File: config.mk
export PLATFORM = sky130hd
export DESIGN_NAME = tpa_pointer_ctrl
export DESIGN_NICKNAME = d
export VERILOG_FILES = /design/src/logic/tpa_pkg.sv /design/src/logic/tpa_frame_guard.sv /design/src/logic/tpa_pointer_ctrl.sv
export SDC_FILE = /design/constraint.sdc
export NUM_CORES = 1
export LEC_CHECK = 0
export ABC_AREA = 1
export BUFFER_PORTS_ARGS = -buffer_cell sky130_fd_sc_hd__buf_2
export CAP_MARGIN = 25
export CORE_MARGIN = 5
export CORE_UTILIZATION = 44
export CTS_CLUSTER_DIAMETER = 200
export DETAILED_ROUTE_END_ITERATION = 6
export PLACE_DENSITY = 0.67
export SLEW_MARGIN = 20
export SYNTH_ARGS = -nofsm -noshare
export SYNTH_HDL_FRONTEND = slang
export SYNTH_SLANG_ARGS = --single-unit
export TNS_END_PERCENT = 20
File: constraint.sdc
create_clock -name ref_clk -period 9.6 [get_ports ref_clk]
set_input_delay 1.92 -clock ref_clk [delete_from_list [all_inputs] [get_ports ref_clk]]
set_output_delay 1.92 -clock ref_clk [all_outputs]
set_load 0.03 [all_outputs]
File: src/logic/tpa_pkg.sv
package tpa_pkg;

  // Bus geometry
  localparam int ADDR_W = 16;
  localparam int IDX_W  = ADDR_W - 2;

  // Register indices (byte address is four times the index)
  localparam logic [IDX_W-1:0] IDX_CTRL     = 14'h19B7;
  localparam logic [IDX_W-1:0] IDX_ARB_HIGH = 14'h19BF;
  localparam logic [IDX_W-1:0] IDX_ARB_LOW  = 14'h19C3;
  localparam logic [IDX_W-1:0] IDX_PTR_STAT = 14'h19C7;

  // Reset values
  localparam logic [7:0] CTRL_RST = 8'h00;
  localparam logic [7:0] ARB_RST  = 8'h00;

  // Control bit positions
  localparam int BIT_NDF_ONE  = 0;
  localparam int BIT_NDF_CONT = 1;
  localparam int BIT_POS      = 2;
  localparam int BIT_NEG      = 3;
  localparam int BIT_GUARD    = 4;
  localparam int BIT_FORCE    = 5;

  // Pointer byte fields
  localparam int NDF_LSB = 4;
  localparam int SS_LSB  = 2;
  localparam int NDF_W   = 4;
  localparam int SS_W    = 2;
  localparam int PTR_W   = 10;

  // Pointer coding
  localparam logic [NDF_W-1:0] N_NORMAL  = 4'h6;
  localparam logic [NDF_W-1:0] N_ENABLED = 4'h9;
  localparam logic [PTR_W-1:0] I_MASK    = 10'h2AA;
  localparam logic [PTR_W-1:0] D_MASK    = 10'h155;
  localparam logic [PTR_W-1:0] PTR_MAX   = 10'h30E;
  localparam logic [PTR_W-1:0] PTR_ZERO  = 10'h000;
  localparam logic [PTR_W-1:0] PTR_ONE   = 10'h001;

  // Spacing guard
  localparam int GUARD_FRAMES = 3;

  // AXI responses
  localparam logic [1:0] RESP_OKAY   = 2'h0;
  localparam logic [1:0] RESP_SLVERR = 2'h2;

  typedef enum logic [1:0] {
    WS_IDLE = 2'b01,
    WS_RESP = 2'b10
  } tpa_wr_state_type;

  typedef enum logic [1:0] {
    RS_IDLE = 2'b01,
    RS_DATA = 2'b10
  } tpa_rd_state_type;

endpackage : tpa_pkg

File: src/logic/tpa_frame_guard.sv
`timescale 1ns/1ps
module tpa_frame_guard
  import tpa_pkg::*;
#(
  parameter int GAP = GUARD_FRAMES
) (
  // Clock and reset
  input  wire logic ref_clk,
  input  wire logic reset,
  // Frame events
  input  wire logic frameStart,
  input  wire logic eventTaken,
  input  wire logic enable,
  // Result
  output logic      spacingOk
);

  logic [3:0] count_r;
  logic [3:0] count_nxt;

  ////////////////////////////////////////////////////////////////////////////
  // Frames since last pointer event, saturating
  always_comb begin
    count_nxt = count_r;
    if (frameStart && eventTaken) begin
      count_nxt = 4'h0;
    end else if (frameStart && (count_r < 4'(GAP))) begin
      count_nxt = count_r + 4'h1;
    end
  end

  always_ff @(posedge ref_clk or posedge reset) begin
    if (reset) begin
      count_r <= 4'(GAP);
    end else begin
      count_r <= count_nxt;
    end
  end

  assign spacingOk = !enable || (count_r >= 4'(GAP));

endmodule : tpa_frame_guard

File: src/logic/tpa_pointer_ctrl.sv
`timescale 1ns/1ps
// Function
// - Force load takes flag bits from 7:4
// - Force load takes size bits from 3:2
// - Forced pointer from high 1:0, low byte
// - Force applies next frame after bit5 rise
// - Bit 2 rise starts positive justification
// - Positive: stuff byte after H3
// - Positive: invert increment bits
// - Positive: pointer plus one afterwards
// - Bit 3 rise starts negative justification
// - Negative: payload byte in H3
// - Negative: invert decrement bits, minus one
// - Positive trigger bit clears itself
// - Negative trigger bit clears itself
// - Guard: no single flag or stuff event within three frames
// - Single and continuous flag events supported
// - Current pointer readable by software
// - Single flag: 1001 once, then 0110
// - Single flag trigger bit clears itself
module tpa_pointer_ctrl
  import tpa_pkg::*;
(
  // Clock and reset
  input  wire logic              ref_clk,
  input  wire logic              reset,
  // AXI4-Lite write
  input  wire logic [ADDR_W-1:0] s_axi_awaddr,
  input  wire logic              s_axi_awvalid,
  output logic                   s_axi_awready,
  input  wire logic [31:0]       s_axi_wdata,
  input  wire logic [3:0]        s_axi_wstrb,
  input  wire logic              s_axi_wvalid,
  output logic                   s_axi_wready,
  output logic [1:0]             s_axi_bresp,
  output logic                   s_axi_bvalid,
  input  wire logic              s_axi_bready,
  // AXI4-Lite read
  input  wire logic [ADDR_W-1:0] s_axi_araddr,
  input  wire logic              s_axi_arvalid,
  output logic                   s_axi_arready,
  output logic [31:0]            s_axi_rdata,
  output logic [1:0]             s_axi_rresp,
  output logic                   s_axi_rvalid,
  input  wire logic              s_axi_rready,
  // Outbound frame
  input  wire logic              frameStart,
  output logic [7:0]             txH1,
  output logic [7:0]             txH2,
  output logic                   posStuffFrame,
  output logic                   negStuffFrame
);

  tpa_wr_state_type  wrState_r, wrState_nxt;
  tpa_rd_state_type  rdState_r, rdState_nxt;
  logic              awGot_r, awGot_nxt, wGot_r, wGot_nxt;
  logic              awready_r, awready_nxt, wready_r, wready_nxt;
  logic              bvalid_r, bvalid_nxt, arready_r, arready_nxt;
  logic              rvalid_r, rvalid_nxt;
  logic [1:0]        bresp_r, bresp_nxt, rresp_r, rresp_nxt;
  logic [31:0]       rdata_r, rdata_nxt, wdata_r, wdata_nxt;
  logic [IDX_W-1:0]  wIdx_r, wIdx_nxt, rIdx;
  logic              wLane_r, wLane_nxt, wrFire, ctrlWr;
  logic [7:0]        ctrlView, wByte;
  logic              onePend_r, onePend_nxt, posPend_r, posPend_nxt;
  logic              negPend_r, negPend_nxt, forcePend_r, forcePend_nxt;
  logic              forceBit_r, forceBit_nxt, guardBit_r, guardBit_nxt;
  logic              contBit_r, contBit_nxt;
  logic [7:0]        arbHigh_r, arbHigh_nxt, arbLow_r, arbLow_nxt;
  logic [PTR_W-1:0]  curPtr_r, curPtr_nxt, arbPtr, word;
  logic [SS_W-1:0]   curSs_r, curSs_nxt, ssBits;
  logic [NDF_W-1:0]  nBits;
  logic [7:0]        h1_r, h1_nxt, h2_r, h2_nxt;
  logic              pos_r, pos_nxt, neg_r, neg_nxt;
  logic              takeForce, takeOne, takeCont, takePos, takeNeg;
  logic              ptrEvent, spacingOk;

  assign arbPtr   = {arbHigh_r[1:0], arbLow_r};
  assign ctrlView = {2'b00, forceBit_r, guardBit_r, negPend_r, posPend_r,
                     contBit_r, onePend_r};
  assign rIdx     = s_axi_araddr[ADDR_W-1:2];

  ////////////////////////////////////////////////////////////////////////////
  // AXI4-Lite write channel
  always_comb begin
    wrState_nxt = wrState_r;
    awGot_nxt   = awGot_r;
    wGot_nxt    = wGot_r;
    wIdx_nxt    = wIdx_r;
    wdata_nxt   = wdata_r;
    wLane_nxt   = wLane_r;
    bvalid_nxt  = bvalid_r;
    bresp_nxt   = bresp_r;
    wrFire      = 1'b0;
    case (wrState_r)
      WS_IDLE: begin
        if (s_axi_awvalid && awready_r) begin
          awGot_nxt = 1'b1;
          wIdx_nxt  = s_axi_awaddr[ADDR_W-1:2];
        end
        if (s_axi_wvalid && wready_r) begin
          wGot_nxt  = 1'b1;
          wdata_nxt = s_axi_wdata;
          wLane_nxt = s_axi_wstrb[0];
        end
        if (awGot_nxt && wGot_nxt) begin
          wrFire      = 1'b1;
          awGot_nxt   = 1'b0;
          wGot_nxt    = 1'b0;
          bvalid_nxt  = 1'b1;
          wrState_nxt = WS_RESP;
          if (wIdx_nxt == IDX_CTRL || wIdx_nxt == IDX_ARB_HIGH ||
              wIdx_nxt == IDX_ARB_LOW || wIdx_nxt == IDX_PTR_STAT) begin
            bresp_nxt = RESP_OKAY;
          end else begin
            bresp_nxt = RESP_SLVERR;
          end
        end
      end
      WS_RESP: begin
        if (s_axi_bready) begin
          bvalid_nxt  = 1'b0;
          wrState_nxt = WS_IDLE;
        end
      end
      default: wrState_nxt = WS_IDLE;
    endcase
    awready_nxt = (wrState_nxt == WS_IDLE) && !awGot_nxt;
    wready_nxt  = (wrState_nxt == WS_IDLE) && !wGot_nxt;
  end

  ////////////////////////////////////////////////////////////////////////////
  // AXI4-Lite read channel
  always_comb begin
    rdState_nxt = rdState_r;
    rdata_nxt   = rdata_r;
    rresp_nxt   = rresp_r;
    rvalid_nxt  = rvalid_r;
    case (rdState_r)
      RS_IDLE: begin
        if (s_axi_arvalid && arready_r) begin
          rvalid_nxt  = 1'b1;
          rdState_nxt = RS_DATA;
          rresp_nxt   = RESP_OKAY;
          if (rIdx == IDX_CTRL) begin
            rdata_nxt = {24'h000000, ctrlView};
          end else if (rIdx == IDX_ARB_HIGH) begin
            rdata_nxt = {24'h000000, arbHigh_r};
          end else if (rIdx == IDX_ARB_LOW) begin
            rdata_nxt = {24'h000000, arbLow_r};
          end else if (rIdx == IDX_PTR_STAT) begin
            rdata_nxt = {22'h0, curPtr_r};
          end else begin
            rdata_nxt = 32'h00000000;
            rresp_nxt = RESP_SLVERR;
          end
        end
      end
      RS_DATA: begin
        if (s_axi_rready) begin
          rvalid_nxt  = 1'b0;
          rdState_nxt = RS_IDLE;
        end
      end
      default: rdState_nxt = RS_IDLE;
    endcase
    arready_nxt = (rdState_nxt == RS_IDLE);
  end

  ////////////////////////////////////////////////////////////////////////////
  // Control and pointer registers
  assign wByte  = wdata_nxt[7:0];
  assign ctrlWr = wrFire && wLane_nxt && (wIdx_nxt == IDX_CTRL);

  always_comb begin
    arbHigh_nxt  = arbHigh_r;
    arbLow_nxt   = arbLow_r;
    forceBit_nxt = forceBit_r;
    guardBit_nxt = guardBit_r;
    contBit_nxt  = contBit_r;
    if (wrFire && wLane_nxt && wIdx_nxt == IDX_ARB_HIGH) begin
      arbHigh_nxt = wByte;
    end else if (wrFire && wLane_nxt && wIdx_nxt == IDX_ARB_LOW) begin
      arbLow_nxt = wByte;
    end
    if (ctrlWr) begin
      forceBit_nxt = wByte[BIT_FORCE];
      guardBit_nxt = wByte[BIT_GUARD];
      contBit_nxt  = wByte[BIT_NDF_CONT];
    end
    // Set wins over the self-clear
    forcePend_nxt = (forcePend_r && !takeForce) ||
                    (ctrlWr && wByte[BIT_FORCE] && !forceBit_r);
    onePend_nxt = (onePend_r && !takeOne) ||
                  (ctrlWr && wByte[BIT_NDF_ONE]);
    posPend_nxt = (posPend_r && !takePos) ||
                  (ctrlWr && wByte[BIT_POS]);
    negPend_nxt = (negPend_r && !takeNeg) ||
                  (ctrlWr && wByte[BIT_NEG]);
  end

  ////////////////////////////////////////////////////////////////////////////
  // Per-frame pointer generation
  always_comb begin
    curPtr_nxt = curPtr_r;
    curSs_nxt  = curSs_r;
    h1_nxt     = h1_r;
    h2_nxt     = h2_r;
    pos_nxt    = pos_r;
    neg_nxt    = neg_r;
    nBits      = N_NORMAL;
    ssBits     = curSs_r;
    word       = curPtr_r;
    takeForce  = 1'b0;
    takeOne    = 1'b0;
    takeCont   = 1'b0;
    takePos    = 1'b0;
    takeNeg    = 1'b0;
    if (frameStart) begin
      pos_nxt = 1'b0;
      neg_nxt = 1'b0;
      if (forcePend_r) begin
        takeForce  = 1'b1;
        nBits      = arbHigh_r[NDF_LSB+:NDF_W];
        ssBits     = arbHigh_r[SS_LSB+:SS_W];
        word       = arbPtr;
        curPtr_nxt = arbPtr;
        curSs_nxt  = arbHigh_r[SS_LSB+:SS_W];
      end else if (onePend_r && spacingOk) begin
        takeOne    = 1'b1;
        nBits      = N_ENABLED;
        word       = arbPtr;
        curPtr_nxt = arbPtr;
      end else if (contBit_r) begin
        takeCont   = 1'b1;
        nBits      = N_ENABLED;
        word       = arbPtr;
        curPtr_nxt = arbPtr;
      end else if (posPend_r && spacingOk) begin
        takePos    = 1'b1;
        word       = curPtr_r ^ I_MASK;
        pos_nxt    = 1'b1;
        curPtr_nxt = (curPtr_r == PTR_MAX) ? PTR_ZERO :
                     curPtr_r + PTR_ONE;
      end else if (negPend_r && spacingOk) begin
        takeNeg    = 1'b1;
        word       = curPtr_r ^ D_MASK;
        neg_nxt    = 1'b1;
        curPtr_nxt = (curPtr_r == PTR_ZERO) ? PTR_MAX :
                     curPtr_r - PTR_ONE;
      end
      h1_nxt = {nBits, ssBits, word[PTR_W-1:8]};
      h2_nxt = word[7:0];
    end
  end

  assign ptrEvent = takeForce || takeOne || takeCont || takePos || takeNeg;

  tpa_frame_guard #(
    .GAP        (GUARD_FRAMES)
  ) u_guard (
    .ref_clk    (ref_clk),
    .reset      (reset),
    .frameStart (frameStart),
    .eventTaken (ptrEvent),
    .enable     (guardBit_r),
    .spacingOk  (spacingOk)
  );

  ////////////////////////////////////////////////////////////////////////////
  // State registers
  always_ff @(posedge ref_clk or posedge reset) begin
    if (reset) begin
      wrState_r <= WS_IDLE;
      rdState_r <= RS_IDLE;
      {awGot_r, wGot_r, awready_r, wready_r} <= 4'h0;
      {bvalid_r, arready_r, rvalid_r, wLane_r} <= 4'h0;
      bresp_r     <= RESP_OKAY;
      rresp_r     <= RESP_OKAY;
      rdata_r     <= 32'h00000000;
      wdata_r     <= 32'h00000000;
      wIdx_r      <= IDX_CTRL;
      {onePend_r, posPend_r, negPend_r, forcePend_r} <= 4'h0;
      forceBit_r  <= CTRL_RST[BIT_FORCE];
      guardBit_r  <= CTRL_RST[BIT_GUARD];
      contBit_r   <= CTRL_RST[BIT_NDF_CONT];
      arbHigh_r   <= ARB_RST;
      arbLow_r    <= ARB_RST;
      curPtr_r    <= PTR_ZERO;
      curSs_r     <= ARB_RST[SS_LSB+:SS_W];
      h1_r        <= {N_NORMAL, ARB_RST[SS_LSB+:SS_W], 2'h0};
      h2_r        <= ARB_RST;
      pos_r       <= 1'b0;
      neg_r       <= 1'b0;
    end else begin
      wrState_r   <= wrState_nxt;
      rdState_r   <= rdState_nxt;
      {awGot_r, wGot_r, awready_r, wready_r} <=
        {awGot_nxt, wGot_nxt, awready_nxt, wready_nxt};
      {bvalid_r, arready_r, rvalid_r, wLane_r} <=
        {bvalid_nxt, arready_nxt, rvalid_nxt, wLane_nxt};
      bresp_r     <= bresp_nxt;
      rresp_r     <= rresp_nxt;
      rdata_r     <= rdata_nxt;
      wdata_r     <= wdata_nxt;
      wIdx_r      <= wIdx_nxt;
      {onePend_r, posPend_r, negPend_r, forcePend_r} <=
        {onePend_nxt, posPend_nxt, negPend_nxt, forcePend_nxt};
      forceBit_r  <= forceBit_nxt;
      guardBit_r  <= guardBit_nxt;
      contBit_r   <= contBit_nxt;
      arbHigh_r   <= arbHigh_nxt;
      arbLow_r    <= arbLow_nxt;
      curPtr_r    <= curPtr_nxt;
      curSs_r     <= curSs_nxt;
      h1_r        <= h1_nxt;
      h2_r        <= h2_nxt;
      pos_r       <= pos_nxt;
      neg_r       <= neg_nxt;
    end
  end

  assign s_axi_awready = awready_r;
  assign s_axi_wready  = wready_r;
  assign s_axi_bvalid  = bvalid_r;
  assign s_axi_bresp   = bresp_r;
  assign s_axi_arready = arready_r;
  assign s_axi_rvalid  = rvalid_r;
  assign s_axi_rdata   = rdata_r;
  assign s_axi_rresp   = rresp_r;
  assign txH1          = h1_r;
  assign txH2          = h2_r;
  assign posStuffFrame = pos_r;
  assign negStuffFrame = neg_r;
endmodule : tpa_pointer_ctrl

==> impl_metrics.env <==
export IMPL_post_cts_resized=0
export IMPL_leakagePower_nw=3.48
export IMPL_worstHoldEndpoint="s_axi_rdata[6]"
export IMPL_layout_drive_gt1_share_pct=19.4
export IMPL_first_iter_violations=436
export IMPL_die_x_um=126
export IMPL_final_setup_skew_ns=0.00797
export IMPL_cts_root_buf="clkbuf_16"
export IMPL_cts_buffer_depth=2
export IMPL_syn_avg_cell_area_um2=7.58
export IMPL_boundaryPins=135
export IMPL_grt_pass1_wl_um=24000
export IMPL_worstPathMaxFanout=17
export IMPL_grt_setup_unrepaired="no"
export IMPL_insertion_delay_ns=0.35
export IMPL_crit_type="input pin to register"
export IMPL_fillers=1326
export IMPL_syn_cell_area_mm2=0.00589
export IMPL_clk_pin_slew_ns=0.07
export IMPL_power_density_mw_per_mm2=228
export IMPL_routabilityCongestion=0.905
export IMPL_critPathLaunchType="input pin"
export IMPL_cts_hold_buf=0
export IMPL_antenna_cells=0
export IMPL_synth_fa_ha_area_share_pct=1.91
export IMPL_finalSetupTns_ns=0
export IMPL_cts_setup_buffers=0
export IMPL_yosysSeqAreaShare_pct=43.2
export IMPL_synth_cell_types=43
export IMPL_worst_path_largest_cell_delay_ns=0.29
export IMPL_status="finished, final reports clean"
export IMPL_synth_xor_area_share_pct=1.34
export IMPL_cts_tree="built"
export IMPL_tightestPinTransition_ns=0.956
export IMPL_ff2ff_setup_slack_ns=6.68
export IMPL_synthCells=778
export IMPL_ff2ff_path_depth=8
export IMPL_vdd_drop_max_mv=0.213
export IMPL_overflow=0
export IMPL_grt_start_max_net_pins=81
export IMPL_end_kind="register"
export IMPL_synthSimpleGateAreaFrac_pct=35.2
export IMPL_required_ns=9.85
export IMPL_area_growth_pct=12.0
export IMPL_dr_pass1_iters=5
export IMPL_crit_chain="buf_2 -> nand2_4 -> nand2_2 -> nand2_2 -> nor2_2 -> nand2_1 -> nor2_2 -> nand3_2 -> nor2_8 -> nand2_2 -> nand2_1 -> nand2_1"
export IMPL_placementRows=42
export IMPL_wl_um=14800
export IMPL_grtUsageTotal_pct=18.6
export IMPL_clock_sinks=101
export IMPL_hp_start="s_axi_rdata[6]"
export IMPL_synth_top_family_by_area="simple AND/OR/NAND/NOR gates"
export IMPL_drv_slew=0
export IMPL_drc=0
export IMPL_cts_buffers=9
export IMPL_slew_headroom_pct=36.3
export IMPL_vias=5165
export IMPL_portBuffers=79
export IMPL_cp_arrival_ns=3.70
export IMPL_grt_pass1_vias=4742
export IMPL_ant_nets=0
export IMPL_die_area_mm2=0.0158
export IMPL_ys_warn_count=0
export IMPL_layout_nets=934
export IMPL_drt_wirelength_per_cell_um=14.4
export IMPL_finalHoldViolCount=0
export IMPL_viasPerCell=5.01
export IMPL_floorplan_initialDensity_pct=44.7
export IMPL_coreArea_mm2=0.0132
export IMPL_min_path_type="register to register"
export IMPL_r2r_start="wrState_r[0]"
export IMPL_stdcell_count=1030
export IMPL_htree_levels=3
export IMPL_placed_cells=1014
export IMPL_setup_viol=0
export IMPL_fmax_ghz=0.290
export IMPL_min_period_over_period_pct=35.9
export IMPL_antenna_found_initial=0
export IMPL_cpMaxStageDelayCell="buf_2"
export IMPL_die_height_um=126
export IMPL_finalCriticalPeriod_ns=3.45
export IMPL_r2r_end="arbLow_r[4]"
export IMPL_hpwl_um=10900
export IMPL_yosys_register_bits=101
export IMPL_maxCapViolCount=0
export IMPL_whs_path_depth=2
export IMPL_synth_compound_area_share_pct=7.60
export IMPL_synthMuxAreaShare_pct=0.382
how the worst max path moves through the flow:
| stage | start | to | slack [ns] | cells after the start |
|---|---|---|---|---|
| floorplan | reset | arbHigh_r[0] | 5.06 | 1 |
| global placement | frameStart | curPtr_r[5] | 5.53 | 7 |
| detailed placement | s_axi_awvalid | arbLow_r[4] | 5.78 | 12 |
| CTS | s_axi_awvalid | arbLow_r[4] | 6.16 | 12 |
| global route | s_axi_awvalid | arbLow_r[6] | 5.92 | 12 |
| finish | s_axi_awvalid | arbLow_r[4] | 6.15 | 12 |
cells in the mapped netlist, drive strengths merged:
| master | count | area (µm²) |
|---|---|---|
| nand2 | 245 | 955 |
| nand3 | 92 | 538 |
| dfrtp | 86 | 2150 |
| inv | 79 | 297 |
| nor2 | 77 | 335 |
| o21ai | 39 | 210 |
| buf | 37 | 280 |
| a21oi | 28 | 140 |
| dfstp | 15 | 394 |
| nand4 | 14 | 87.6 |
| or2 | 10 | 62.6 |
| ha | 9 | 113 |
| nor3 | 8 | 61.3 |
| xor2 | 8 | 70.1 |
| clkbuf | 7 | 26.3 |
| a31oi | 6 | 37.5 |
| o211ai | 4 | 30.0 |
| nand3b | 3 | 22.5 |
| mux2 | 2 | 22.5 |
| a22o | 1 | 8.76 |
| a22oi | 1 | 7.51 |
| and2 | 1 | 6.26 |
| clkinv | 1 | 3.75 |
| conb | 1 | 3.75 |
| nor3b | 1 | 7.51 |
| o22ai | 1 | 6.26 |
| o31ai | 1 | 7.51 |
| xnor2 | 1 | 8.76 |
power breakdown:
| group | switching, mW | total (mW) | internal, mW |
|---|---|---|---|
| sequential | 0.0517 | 0.582 | 0.531 |
| combinational | 0.386 | 0.555 | 0.169 |
| clock | 0.164 | 0.368 | 0.204 |
area by class of cell:
class                           count  area (µm²)  share of cell area (%)
Multi-Input combinational cell    576        2830                    42.8
Sequential cell                   101        2550                    38.6
Timing Repair Buffer               81         414                    6.27
Inverter                           80         303                    4.59
Clock buffer                       11         233                    3.52
Tap cell                          176         220                    3.33
Clock inverter                      5        60.1                   0.909
cells by family (layout without fill, tap and decap cells):
kind of cell    count (synthesis)  after routing
buf+inv                       124            177
mux                             2              2
xor+xnor                        9              9
simple gates                  451            451
other cells                     1             24
compound gates                 81             81
fa+ha+maj                       9              9
flops                         101            101
registers in the layout, summed over array words and instances (netlist names), 2 cells and up:
| name | cells |
|---|---|
| wdata_r | 8 |
| curPtr_r | 10 |
| txH2 | 8 |
| wrState_r | 2 |
| arbLow_r | 8 |
| rdState_r | 2 |
| s_axi_rdata | 10 |
| arbHigh_r | 8 |
| u_guard.count_r | 4 |
| txH1 | 7 |
| wIdx_r | 14 |
stage by stage:
step | power, mW | instance area, µm² | setup slack, ns | util (%) | hold WS [ns]
4_1_cts | 1.52 | 6600 | 6.16 | 50.0 | 0.479
5_1_grt | 1.62 | 6600 | 5.92 | 50.1 | 0.500
3_5_place_dp | 1.15 | 6310 | 5.78 | 47.8 | 0.461
6_report | 1.51 | 6600 | 6.15 | 50.1 | 0.475
2_1_floorplan | 1.04 | 5980 | 5.06 | - | 0.442
3_3_place_gp | 1.14 | 6300 | 5.53 | 47.8 | 0.457
cells in the final DEF, fill, tap and decap left out, types with 2 or more instances in the layout:
master	synthesis	final
nand2_1	235	235
dfrtp_1	86	86
buf_2	8	79
nand3_1	78	78
inv_1	76	75
nor2_1	68	68
o21ai_0	30	30
a21oi_1	28	28
conb_1	1	24
dfstp_2	15	15
nand4_1	14	14
nand3_2	13	13
or2_2	10	10
ha_1	9	9
clkbuf_16	0	9
nand2_2	8	8
xor2_1	8	8
nor2_2	6	6
a31oi_1	6	6
nor3_1	5	5
o21ai_1	5	5
o211ai_1	4	4
o21ai_2	4	4
nand3b_1	3	3
inv_2	3	3
mux2_2	2	2
nand2_4	2	2
nor3_2	2	2
nor2_4	2	2
clkbuf_1	7	2
inv_6	0	2
layer usage:
metal / wire length (µm) / vias to the layer above / GRT usage [%]
li1: - / 2592 / -
met1: 6760 / 2373 / 25.9
met2: 6740 / 174 / 29.0
met3: 971 / 26 / 4.49
met4: 316 / 0 / 5.68
met5: 0 / - / 0
critical path, delay by kind of cell:
kind | cells | cell delay (ns)
AND/OR/NAND/NOR | 11 | 1.48
buffers and inverters | 1 | 0.29
(Power assumes the default switching activity.)
